### src/hdl/umd_pkg.sv
package umd_pkg;

	// ****************************************************************
	// register map (byte addresses, one aligned word each)
	// ****************************************************************
	localparam logic [7:0] OFS_CTRL = 8'h00;
	localparam logic [7:0] OFS_STATUS = 8'h04;
	localparam logic [7:0] OFS_RXDATA = 8'h08;
	localparam logic [7:0] OFS_SLAVE_ADDR = 8'h0c;
	localparam logic [7:0] OFS_SLAVE_MASK = 8'h10;

	// ****************************************************************
	// control register fields
	// ****************************************************************
	localparam int CTRL_MODE_LSB = 0;
	localparam int CTRL_MD_EN = 2;
	localparam int CTRL_RX_EN = 3;
	localparam int CTRL_TX_NINTH = 4;
	localparam int CTRL_FCHK = 5;
	localparam int CTRL_SIRQ_EN = 6;
	localparam int CTRL_GIRQ_EN = 7;

	// ****************************************************************
	// status register fields
	// ****************************************************************
	localparam int STAT_RXC = 0;
	localparam int STAT_TXC = 1;
	localparam int STAT_RX_NINTH = 2;
	localparam int STAT_FERR = 3;

	// ****************************************************************
	// modes, frame layout, reset values, bus answers
	// ****************************************************************
	localparam logic [1:0] MODE_SYNC = 2'h0;
	localparam logic [1:0] MODE_ASYNC8 = 2'h1;
	localparam logic [3:0] IDX_LAST_SYNC = 4'h7;
	localparam logic [3:0] IDX_STOP8 = 4'h9;
	localparam logic [3:0] IDX_NINTH = 4'h9;
	localparam logic [3:0] IDX_STOP9 = 4'ha;
	localparam logic [7:0] RST_SLAVE_ADDR = 8'h00;
	localparam logic [7:0] RST_SLAVE_MASK = 8'h00;
	localparam logic [1:0] RESP_OKAY = 2'h0;
	localparam logic [1:0] RESP_SLVERR = 2'h2;

	typedef enum logic {
		UMD_RX_IDLE,
		UMD_RX_SHIFT
	} umd_rx_phase_e;

	typedef struct packed {
		logic awready;
		logic wready;
		logic bvalid;
		logic [1:0] bresp;
		logic arready;
		logic rvalid;
		logic [1:0] rresp;
		logic [31:0] rdata;
		logic aw_got;
		logic w_got;
		logic [7:0] awaddr;
		logic [7:0] wdata;
		logic wstrb0;
		logic [1:0] mode;
		logic md_en;
		logic rx_en;
		logic tx_ninth;
		logic fchk;
		logic sirq_en;
		logic girq_en;
		logic rxc;
		logic txc;
		logic rx_ninth;
		logic ferr;
		logic [7:0] rxdata;
		logic [7:0] slave_addr;
		logic [7:0] slave_mask;
		umd_rx_phase_e phase;
		logic [3:0] cnt;
		logic [7:0] shift;
		logic ninth_tmp;
		logic irq;
	} umd_state_s;

endpackage : umd_pkg

### src/hdl/umd_match_if.sv
interface umd_match_if;
	logic [7:0] slave_addr;
	logic [7:0] slave_mask;
	logic [7:0] rx_byte;
	logic match;

	modport core (output slave_addr, output slave_mask, output rx_byte, input match);
	modport filter (input slave_addr, input slave_mask, input rx_byte, output match);
endinterface : umd_match_if

### src/hdl/umd_addr_filter.sv
module umd_addr_filter (
	umd_match_if.filter mif
);

	// ****************************************************************
	// masked comparison: zero bits of the care mask are ignored
	// ****************************************************************
	function automatic logic masked_eq(input logic [7:0] a, input logic [7:0] b,
		input logic [7:0] care);
		masked_eq = ((a ^ b) & care) == 8'h00;
	endfunction : masked_eq

	logic [7:0] bcast;
	logic hit_given;
	logic hit_bcast;

	always_comb begin
		bcast = mif.slave_addr | mif.slave_mask;
		hit_given = masked_eq(mif.rx_byte, mif.slave_addr, mif.slave_mask);
		hit_bcast = masked_eq(mif.rx_byte, bcast, bcast);
		mif.match = hit_given | hit_bcast;
	end

endmodule : umd_addr_filter

### src/hdl/umd_address_filter.sv
// Function
// - with multidrop in 9-bit modes, ninth bit one means address, zero data
// - with multidrop, ninth-bit-zero frames set neither complete nor ninth flag
// - matching address frame sets received ninth bit and receive complete
// - 8-bit mode: stop bit acts as ninth; needs match and valid stop
// - synchronous mode ignores multidrop enable completely
// - individual address: slave address with mask zeros as don't-care
// - broadcast address is address OR mask, zeros don't-care
// - a frame matches on individual or broadcast address
// - reset clears slave address and mask to zero, everything matches
// - receive and transmit complete are ORed into one interrupt
// - interrupt reaches core only with serial and global enables set
// - receive complete rises at last data bit, ninth bit or stop bit per mode and framing check
// - 9-bit frame: start, eight data bits lsb first, ninth, stop
// - 8-bit frame is ten bits; stop bit lands in received ninth bit
// - with framing check, receive complete rises at the stop bit
module umd_address_filter #(
	parameter int ADDR_W = 8
) (
	input wire logic aclk,
	input wire logic aresetn,
	input wire logic [ADDR_W-1:0] s_axi_awaddr,
	input wire logic s_axi_awvalid,
	output logic s_axi_awready,
	input wire logic [31:0] s_axi_wdata,
	input wire logic [3:0] s_axi_wstrb,
	input wire logic s_axi_wvalid,
	output logic s_axi_wready,
	output logic [1:0] s_axi_bresp,
	output logic s_axi_bvalid,
	input wire logic s_axi_bready,
	input wire logic [ADDR_W-1:0] s_axi_araddr,
	input wire logic s_axi_arvalid,
	output logic s_axi_arready,
	output logic [31:0] s_axi_rdata,
	output logic [1:0] s_axi_rresp,
	output logic s_axi_rvalid,
	input wire logic s_axi_rready,
	input wire logic rx_bit_strobe,
	input wire logic rx_bit,
	input wire logic tx_done,
	output logic tx_ninth_bit,
	output logic serial_irq
);

	umd_pkg::umd_state_s st_ff;
	umd_pkg::umd_state_s nxt_st;
	umd_match_if mif ();

	umd_addr_filter u_filter (
		.mif(mif.filter)
	);

	// ****************************************************************
	// frame delivery: the decision point of the receiver
	// ****************************************************************
	logic deliver;
	logic [7:0] dlv_byte;
	logic dlv_ninth;
	logic md_active;
	logic accept;
	logic do_write;
	logic [7:0] wofs;
	logic wr_stat;

	assign mif.slave_addr = st_ff.slave_addr;
	assign mif.slave_mask = st_ff.slave_mask;
	assign mif.rx_byte = dlv_byte;

	always_comb begin
		nxt_st = st_ff;
		deliver = 1'b0;
		dlv_byte = st_ff.shift;
		dlv_ninth = st_ff.rx_ninth;
		// synchronous mode never filters
		md_active = st_ff.md_en && (st_ff.mode != umd_pkg::MODE_SYNC);
		do_write = st_ff.aw_got && st_ff.w_got && !st_ff.bvalid;
		wofs = st_ff.awaddr;
		wr_stat = do_write && st_ff.wstrb0 && (wofs == umd_pkg::OFS_STATUS);

		// ************************************************************
		// write channel
		// ************************************************************
		if (s_axi_awvalid && st_ff.awready) begin
			nxt_st.awaddr = 8'(s_axi_awaddr);
			nxt_st.aw_got = 1'b1;
			nxt_st.awready = 1'b0;
		end
		if (s_axi_wvalid && st_ff.wready) begin
			nxt_st.wdata = s_axi_wdata[7:0];
			nxt_st.wstrb0 = s_axi_wstrb[0];
			nxt_st.w_got = 1'b1;
			nxt_st.wready = 1'b0;
		end
		if (do_write) begin
			nxt_st.aw_got = 1'b0;
			nxt_st.w_got = 1'b0;
			nxt_st.bvalid = 1'b1;
			nxt_st.bresp = umd_pkg::RESP_OKAY;
			case (wofs)
				umd_pkg::OFS_CTRL: begin
					if (st_ff.wstrb0) begin
						nxt_st.mode = st_ff.wdata[umd_pkg::CTRL_MODE_LSB +: 2];
						nxt_st.md_en = st_ff.wdata[umd_pkg::CTRL_MD_EN];
						nxt_st.rx_en = st_ff.wdata[umd_pkg::CTRL_RX_EN];
						nxt_st.tx_ninth = st_ff.wdata[umd_pkg::CTRL_TX_NINTH];
						nxt_st.fchk = st_ff.wdata[umd_pkg::CTRL_FCHK];
						nxt_st.sirq_en = st_ff.wdata[umd_pkg::CTRL_SIRQ_EN];
						nxt_st.girq_en = st_ff.wdata[umd_pkg::CTRL_GIRQ_EN];
					end
				end
				umd_pkg::OFS_STATUS: begin
					// write-one-to-clear, applied below before hardware sets
				end
				umd_pkg::OFS_RXDATA: begin
					// read-only, write ignored
				end
				umd_pkg::OFS_SLAVE_ADDR: begin
					if (st_ff.wstrb0) begin
						nxt_st.slave_addr = st_ff.wdata;
					end
				end
				umd_pkg::OFS_SLAVE_MASK: begin
					if (st_ff.wstrb0) begin
						nxt_st.slave_mask = st_ff.wdata;
					end
				end
				default: begin
					nxt_st.bresp = umd_pkg::RESP_SLVERR;
				end
			endcase
		end
		if (st_ff.bvalid && s_axi_bready) begin
			nxt_st.bvalid = 1'b0;
			nxt_st.awready = 1'b1;
			nxt_st.wready = 1'b1;
		end

		// complete and error flags are cleared only by software
		if (wr_stat) begin
			nxt_st.rxc = st_ff.rxc & ~st_ff.wdata[umd_pkg::STAT_RXC];
			nxt_st.txc = st_ff.txc & ~st_ff.wdata[umd_pkg::STAT_TXC];
			nxt_st.ferr = st_ff.ferr & ~st_ff.wdata[umd_pkg::STAT_FERR];
		end

		// ************************************************************
		// read channel
		// ************************************************************
		if (s_axi_arvalid && st_ff.arready) begin
			nxt_st.arready = 1'b0;
			nxt_st.rvalid = 1'b1;
			nxt_st.rresp = umd_pkg::RESP_OKAY;
			nxt_st.rdata = 32'h0000_0000;
			case (8'(s_axi_araddr))
				umd_pkg::OFS_CTRL: begin
					nxt_st.rdata[7:0] = {st_ff.girq_en, st_ff.sirq_en, st_ff.fchk,
						st_ff.tx_ninth, st_ff.rx_en, st_ff.md_en, st_ff.mode};
				end
				umd_pkg::OFS_STATUS: begin
					nxt_st.rdata[3:0] = {st_ff.ferr, st_ff.rx_ninth, st_ff.txc, st_ff.rxc};
				end
				umd_pkg::OFS_RXDATA: begin
					nxt_st.rdata[7:0] = st_ff.rxdata;
				end
				umd_pkg::OFS_SLAVE_ADDR: begin
					nxt_st.rdata[7:0] = st_ff.slave_addr;
				end
				umd_pkg::OFS_SLAVE_MASK: begin
					nxt_st.rdata[7:0] = st_ff.slave_mask;
				end
				default: begin
					nxt_st.rresp = umd_pkg::RESP_SLVERR;
				end
			endcase
		end
		if (st_ff.rvalid && s_axi_rready) begin
			nxt_st.rvalid = 1'b0;
			nxt_st.arready = 1'b1;
		end

		// ************************************************************
		// receive sequencer, one step per sampled bit
		// ************************************************************
		if (rx_bit_strobe) begin
			case (st_ff.phase)
				umd_pkg::UMD_RX_IDLE: begin
					if (st_ff.rx_en && st_ff.mode == umd_pkg::MODE_SYNC) begin
						nxt_st.shift = {rx_bit, st_ff.shift[7:1]};
						nxt_st.cnt = 4'h1;
						nxt_st.phase = umd_pkg::UMD_RX_SHIFT;
					end else if (st_ff.rx_en && !rx_bit) begin
						// start bit seen
						nxt_st.cnt = 4'h1;
						nxt_st.phase = umd_pkg::UMD_RX_SHIFT;
					end
				end
				umd_pkg::UMD_RX_SHIFT: begin
					nxt_st.cnt = st_ff.cnt + 4'h1;
					if (st_ff.mode == umd_pkg::MODE_SYNC) begin
						nxt_st.shift = {rx_bit, st_ff.shift[7:1]};
						if (st_ff.cnt == umd_pkg::IDX_LAST_SYNC) begin
							deliver = 1'b1;
							dlv_byte = {rx_bit, st_ff.shift[7:1]};
							nxt_st.phase = umd_pkg::UMD_RX_IDLE;
						end
					end else if (st_ff.cnt < umd_pkg::IDX_NINTH) begin
						nxt_st.shift = {rx_bit, st_ff.shift[7:1]};
					end else if (st_ff.mode == umd_pkg::MODE_ASYNC8) begin
						// ten-bit frame ends here; stop bit doubles as ninth
						deliver = 1'b1;
						dlv_ninth = rx_bit;
						nxt_st.phase = umd_pkg::UMD_RX_IDLE;
						if (st_ff.fchk && !rx_bit) begin
							nxt_st.ferr = 1'b1;
						end
					end else if (st_ff.cnt == umd_pkg::IDX_NINTH) begin
						nxt_st.ninth_tmp = rx_bit;
						if (!st_ff.fchk) begin
							// stop bit still pending, so a bad stop goes unseen here
							deliver = 1'b1;
							dlv_ninth = rx_bit;
						end
					end else begin
						nxt_st.phase = umd_pkg::UMD_RX_IDLE;
						if (st_ff.fchk) begin
							deliver = 1'b1;
							dlv_ninth = st_ff.ninth_tmp;
							if (!rx_bit) begin
								nxt_st.ferr = 1'b1;
							end
						end
					end
				end
				default: begin
					nxt_st.phase = umd_pkg::UMD_RX_IDLE;
				end
			endcase
		end

		// acceptance decision, hardware sets win over software clears
		if (!md_active) begin
			accept = 1'b1;
		end else begin
			accept = dlv_ninth && mif.match;
		end
		if (deliver && accept) begin
			nxt_st.rxdata = dlv_byte;
			nxt_st.rxc = 1'b1;
			if (st_ff.mode != umd_pkg::MODE_SYNC) begin
				nxt_st.rx_ninth = dlv_ninth;
			end
		end
		if (tx_done) begin
			nxt_st.txc = 1'b1;
		end
		nxt_st.irq = (nxt_st.rxc | nxt_st.txc) & nxt_st.sirq_en & nxt_st.girq_en;

		if (!aresetn) begin
			nxt_st = '0;
			nxt_st.awready = 1'b1;
			nxt_st.wready = 1'b1;
			nxt_st.arready = 1'b1;
			nxt_st.phase = umd_pkg::UMD_RX_IDLE;
			nxt_st.slave_addr = umd_pkg::RST_SLAVE_ADDR;
			nxt_st.slave_mask = umd_pkg::RST_SLAVE_MASK;
		end
	end

	always_ff @(posedge aclk) begin
		st_ff <= nxt_st;
	end

	assign s_axi_awready = st_ff.awready;
	assign s_axi_wready = st_ff.wready;
	assign s_axi_bvalid = st_ff.bvalid;
	assign s_axi_bresp = st_ff.bresp;
	assign s_axi_arready = st_ff.arready;
	assign s_axi_rvalid = st_ff.rvalid;
	assign s_axi_rresp = st_ff.rresp;
	assign s_axi_rdata = st_ff.rdata;
	assign tx_ninth_bit = st_ff.tx_ninth;
	assign serial_irq = st_ff.irq;
endmodule : umd_address_filter

### config.mk
export PLATFORM = sky130hd
export DESIGN_NAME = umd_address_filter
export DESIGN_NICKNAME = d
export VERILOG_FILES = /design/src/hdl/umd_pkg.sv /design/src/hdl/umd_match_if.sv /design/src/hdl/umd_addr_filter.sv /design/src/hdl/umd_address_filter.sv
export SDC_FILE = /design/constraint.sdc
export NUM_CORES = 1
export LEC_CHECK = 0
export ABC_AREA = 1
export BUFFER_PORTS_ARGS = -buffer_cell sky130_fd_sc_hd__buf_2
export CAP_MARGIN = 20
export CORE_ASPECT_RATIO = 1.4
export CORE_MARGIN = 5
export CORE_UTILIZATION = 48
export DETAILED_ROUTE_END_ITERATION = 10
export PLACE_DENSITY = 0.77
export SETUP_SLACK_MARGIN = 0.3
export SKIP_LAST_GASP = 1
export SLEW_MARGIN = 10
export SYNTH_ARGS = -nofsm -noshare
export SYNTH_HDL_FRONTEND = slang
export SYNTH_SLANG_ARGS = --single-unit
### constraint.sdc
create_clock -name aclk -period 2.1 [get_ports aclk]
set_input_delay 0.105 -clock aclk [delete_from_list [all_inputs] [get_ports aclk]]
set_output_delay 0.105 -clock aclk [all_outputs]
set_load 0.01 [all_outputs]
Word-level counts from Yosys, hierarchy flattened
Index checks and enable logic that the tools add are counted.
- reductions and logical operators: 35
- add/subtract/negate cells: 1
- equality and inequality tests: 14
- bitwise operators: 20
- $lt $le $gt $ge: 1
- mux-type cells: 53
- operators with widths (operator ; count):
    two-way mux 8 bit ; 7
    two-way mux 1 bit ; 35
    equality test 8 x 4 -> 1 bit, second input constant ; 4
    zero test 8 bit ; 4
    case mux 13 bit (2 select lines) ; 1
    case mux 4 bit (5 select lines) ; 1
    AND 8 bit ; 2
    equality test 8 x 3 -> 1 bit, second input constant ; 2
    equality test 8 x 5 -> 1 bit, second input constant ; 2
    case mux 4 bit (4 select lines) ; 1
    bitwise XOR 8 bit ; 2
    logical AND 1 bit ; 15
    two-way mux 2 bit ; 6
    AND reduction 3 bit ; 4
    two-way mux 5 bit ; 2
    OR reduction 5 bit ; 2
    inverter 1 bit ; 8
    OR 8 bit ; 1
    AND reduction 6 bit ; 1
    OR reduction 2 bit ; 3
    AND 1 bit ; 5
    adder 4 x 1 -> 4 bit, second input constant ; 1
    equality test 4 x 3 -> 1 bit, second input constant ; 1
    equality test 4 bit, second input constant ; 1
    other kinds (10) ; 13
- register bits: 87
- logic and storage cells: 156
- input bits: 62
- output and inout bits: 43

Logic depth before layout (Yosys ltp)
- depth after elaboration: 16
- mapped depth: 19
- depth with buffers taken out: 18

Hierarchy
A second synthesis with hierarchy kept.
- cells, all modules: 597
- area, all modules: 4341.7 um^2
- by module, submodules not included (module ; cells each ; seq. area each (um^2) ; area an instance (um^2) ; instances):
    umd_address_filter ; 534 ; 1701.6 ; 4080.2 ; 1
    umd_addr_filter ; 63 ; 0.0 ; 261.5 ; 1

Worst setup path before layout
No wires, ideal clock.
- path type: reg2reg
- start point: register st_ff[10] (netlist name)
- end point: register st_ff, in the netlist serial_irq
- slack: 0.018 ns
- clock period less this slack: 2.082 ns
- required time: 1.991 ns
- cell stages (with the launch flop): 19
- buffers on the path: 2
- arrival time: 1.974 ns
- cell sequence: dfxtp_1 -> ha_1 -> nand2_1 -> nor2_2 -> buf_2 -> nand3_1 -> nand2_2 -> o21ai_0 -> nand2_1 -> nor2_1 -> nand2_1 -> nand2_1 -> nand2_1 -> nand2_2 -> nand2_2 -> buf_6 -> nand3_2 -> nand2_1 -> inv_1
- word-level cells in the longest chain between the ends: 16
- elaborated cells between the ends (all ways): 34
- ends and longest elaborated chain (what ; RTL line ; source):
    start: declaration ; umd_address_filter.sv:46 ; umd_pkg::umd_state_s st_ff;
    start signal: assignment ; umd_address_filter.sv:270 ; st_ff <= nxt_st;
    equality test 4 x 3 -> 1 bit ; umd_address_filter.sv:201 ; if (st_ff.cnt == umd_pkg::IDX_LAST_SYNC) begin
    two-way mux 8 bit ; umd_address_filter.sv:201 ;
    two-way mux 8 bit ; umd_address_filter.sv:199 ; if (st_ff.mode == umd_pkg::MODE_SYNC) begin
    two-way mux 8 bit ; umd_address_filter.sv:185 ; case (st_ff.phase)
    two-way mux 8 bit ; umd_address_filter.sv:184 ; if (rx_bit_strobe) begin
    bitwise XOR 8 bit ; umd_addr_filter.sv:10 ; masked_eq = ((a ^ b) & care) == 8'h00;
    AND 8 bit ; umd_addr_filter.sv:10 ;
    zero test 8 bit ; umd_addr_filter.sv:10 ;
    OR 1 bit ; umd_addr_filter.sv:21 ; mif.match = hit_given | hit_bcast;
    logical AND 1 bit ; umd_address_filter.sv:244 ; accept = dlv_ninth && mif.match;
    two-way mux 1 bit ; umd_address_filter.sv:241 ; if (!md_active) begin
    logical AND 1 bit (*) ; umd_address_filter.sv:246 ; if (deliver && accept) begin
    two-way mux 1 bit (*) ; umd_address_filter.sv:246 ;
    OR 1 bit (*) ; umd_address_filter.sv:256 ; nxt_st.irq = (nxt_st.rxc | nxt_st.txc) & nxt_st.sirq_en & nxt_st.girq_en;
    AND 1 bit (*) (2 in series) ; umd_address_filter.sv:256 ;
Mark *: on every way between the ends. The rest lies on a longest branch, timed or not.
A chain may end at the register's enable or synchronous reset.

Worst setup path after layout
- start point: register st_ff[11] (netlist name)
- end point: register st_ff[34] (netlist name)
- word-level cells in the longest chain between the ends: 12
- elaborated cells between the ends (all ways): 30
- ends and longest elaborated chain (what ; RTL line):
    equality test 4 x 3 -> 1 bit ; umd_address_filter.sv:201
    two-way mux 8 bit ; umd_address_filter.sv:201
    two-way mux 8 bit ; umd_address_filter.sv:199
    two-way mux 8 bit ; umd_address_filter.sv:185
    two-way mux 8 bit ; umd_address_filter.sv:184
    bitwise XOR 8 bit ; umd_addr_filter.sv:10
    AND 8 bit ; umd_addr_filter.sv:10
    zero test 8 bit ; umd_addr_filter.sv:10
    OR 1 bit ; umd_addr_filter.sv:21
    logical AND 1 bit ; umd_address_filter.sv:244
    two-way mux 1 bit ; umd_address_filter.sv:241
    logical AND 1 bit ; umd_address_filter.sv:246
Parallel ways exist; a longest one is shown, timed or not.

==> summary.md <==
| Metric | Value |
|---|---|
| Area Growth Syn to Fin | `29.8%` |
| Setup-failing EPs final | `10` |
| First-pass GRT wire length | `18900 µm` |
| Vias in the first global route | `4119` |
| RSZ-0062 raised after global routing | `yes` |
| Max Slew Vio Count | `0` |
| EDFF count, synth | `0` |
| Worst Tran Pin Value | `0.592 ns` |
| Final worst setup slack | `-0.0772 ns` |
| Die footprint | `0.0109 mm²` |
| Final period utilization | `104%` |
| Routed Antenna Nets | `0` |
| Outcome | `complete, but fails checks` |
| Via count | `4353` |
| Yosys top cell by area | `dfxtp_1` |
| Synth Register Bits | `85` |
| 1st-pass router iterations | `5` |
| Row cnt | `40` |
| Peak VDD IR | `0.626 mV` |
| CTS tree | `built` |
| Most used DFF post-synth | `dfxtp_1` |
| CP delay by family, top | `simple AND/OR/NAND/NOR gates` |
| Skew final | `0.00708 ns` |
| Root Driver | `clkbuf_16` |
| Max-Cap Viols | `0` |
| Worst path bufs/invs | `3` |
| Syn_area_per_cell | `6.97 µm²` |
| CP dominant cell by count | `nand2_2` |
| Chip width | `89.7 µm` |
| Share of layout cells above drive strength 1 | `29.3%` |
| Slowest library cell on the worst path | `dfxtp_2` |
| Pleak | `0.00246 µW` |
| Number of H-tree levels | `3` |
| Worst Path Max Fanout | `8` |
| Clock transition at path regs | `0.06 ns` |
| Post-layout util | `64.1%` |
| CTS sink cnt | `85` |
| Post-route minimum period | `2.18 ns` |
| Crit Path Class | `reg2reg` |
| Worst Setup End Kind | `flop` |
| GR Layer Usage met1 | `23.1%` |
| Critical path required time | `2.33 ns` |
| Detailed-route wire length | `12400 µm` |
| Fmax achieved | `0.459 GHz` |
| Port bufs | `51` |
| Residual DRC | `0` |
| Critical Path, Cell by Cell | `ha_4 > nand2_4 > nor2_4 > buf_8 > buf_12 > nand3_4 > nand2_2 > o21ai_1 > nand2_1 > nor2_2 > nand2_1 > nand2_2 > nand2_2 > nand2_4 > nand2_8 > inv_8 > nor2_1 > nor2_1` |
| Total gr overflow | `0` |
| Failing checks | `setup timing` |
| Syn Std Cell Area | `0.00427 mm²` |
| Worst setup SP type | `flop` |
| Async SR Flop Fraction | `0%` |
| Final nets | `768` |
| Cts bufs inserted | `9` |
| Met3 Usage GRT | `4.39%` |
| Sequential area share after synthesis | `39.8%` |
| Synth warn | `0` |
| Worst-Skew Late Latency | `0.34 ns` |
| Hpwl dp | `8400 µm` |
| Critical Path AT | `2.41 ns` |
| Area share of the largest cell type after synthesis | `39.8%` |
| DP Area | `0.00469 mm²` |
| Initial antenna violation count | `0` |
| Crit path largest cell delay | `0.36 ns` |
| Top cells by area, synth | `dfxtp_1, o21ai_0, nand2_1` |
| Initial Util | `49.3%` |
| Final Cell Area | `0.00555 mm²` |
| Hold Vio Cnt, Final | `0` |
| Diode count | `0` |
| Largest net degree at the start of global routing | `25` |
| Gp weighted congestion | `0.922` |
| Total track usage | `21.2%` |
| Starting DRT DRC Count | `349` |
| Pwr dens | `613 mW/mm²` |
| Syn Inst Count | `613` |
| Post-DR wirelength/cell | `15.3 µm` |
| Drt via density | `5.36` |
| CORE AREA | `0.00866 mm²` |
| Cell variety after synth | `36` |
| Min Hold Slack | `0.00685 ns` |
| Met2 usage | `36.0%` |
| Top Usage Layer GRT | `met2` |
| Tightest Hold Check Type | `in2reg` |
| Num ports | `105` |
| Die height | `122 µm` |
| Worst slew margin | `60.5%` |
| CTS Buffer Depth | `2` |
## through the flow
step	setup slack (ns)	TNS [ns]	power, µW	std cells
final	-0.0772	-0.512	3400	812
after global routing	-0.234	-2.08	3550	812
after CTS	0.0655	0	3420	805
after detailed placement	-0.126	-0.839	2010	775
after global placement	-0.0371	-0.280	2000	775
after floorplan	0.166	0	1950	638
## synth_stat cells, drive strengths merged (3+ instances only)
library cell,n
o2111ai,4
nand2,96
a21oi,56
a221oi,4
nor3,11
dfxtp,85
nand3,45
clkbuf,16
nor2,78
nand4,4
buf,41
ha,3
o21ai,85
inv,69
## what timing repair did
action                     4_1_cts  5_1_grt
setup endpoints to repair       11       33
setup buffers                   10        7
hold endpoints to repair         2        0
resized for setup               54       49
gates cloned                     3        0
hold buffers                     2        0
pin swaps                       30       31
## final timing paths
path	startpoint	to	slack, ns	depth (start not counted)
min reg2reg	st_ff[69]$_SDFFE_PP0P_	st_ff[69]$_SDFFE_PP0P_	0.45	2
min	s_axi_wstrb[0]	st_ff[51]$_SDFFE_PN0P_	0.007	3
max	st_ff[11]$_SDFFE_PN0P_	st_ff[34]$_SDFFE_PN0P_	-0.08	18
max reg2reg	st_ff[11]$_SDFFE_PN0P_	st_ff[34]$_SDFFE_PN0P_	-0.08	18
## sequential cells by signal, summed over array words and instances, names as in the netlist, 8 cells and up
name            cells
mif.slave_addr      8
mif.slave_mask      8
s_axi_rdata         8
st_ff              44
wofs                8
## placed cells by master (no fill, tap or decap), drive strengths merged, types with 26 or more instances in the layout
| cell | Yosys | routed |
|---|---|---|
| nand3 | 45 | 45 |
| buf | 41 | 107 |
| o21ai | 85 | 85 |
| a21oi | 56 | 56 |
| inv | 69 | 70 |
| nor2 | 78 | 78 |
| dfxtp | 85 | 85 |
| conb | 1 | 26 |
| nand2 | 96 | 98 |
## worst reg2reg max path, cell delays in order, from the launching register on
cell and delay [ns]:
dfxtp_2 0.36, ha_4 0.15, nand2_4 0.05, nor2_4 0.14
buf_8 0.17, buf_12 0.15, nand3_4 0.10, nand2_2 0.10
o21ai_1 0.07, nand2_1 0.10, nor2_2 0.04, nand2_1 0.06
nand2_2 0.07, nand2_2 0.08, nand2_4 0.10, nand2_8 0.13
inv_8 0.06, nor2_1 0.09, nor2_1 0.05
## logic make-up after synthesis
group                    Yosys count  synth area share [%]
AND/OR/NAND/NOR                  238                  24.2
AO/OA/AOI/OAI                    158                  19.8
buffers and inverters            126                  14.8
flip-flops                        85                  39.8
adder cells (fa/ha/maj)            3                 0.879
other                              1                0.0878
XOR/XNOR                           1                 0.205
multiplexers                       1                 0.234
## layer usage
layer	vias up	share of wire [%]
li1	2147	-
met1	1962	38
met2	187	50
met3	57	5.3
met4	0	6.4
met5	-	0
## final cells by class
type	count	area (µm²)
fill	699	3110
multi-input combinational	429	2440
sequential	85	1710
timing repair buffer	109	747
inverter	69	267
clock buffer	11	233
tap	105	131
clock inverter	4	25.0
## report_power, final
part | total, µW | internal (µW) | switching, µW
sequential | 1700 | 1660 | 38.8
clock | 1410 | 793 | 616
combinational | 290 | 102 | 187
Note: power is estimated with default switching activity, not from simulation.
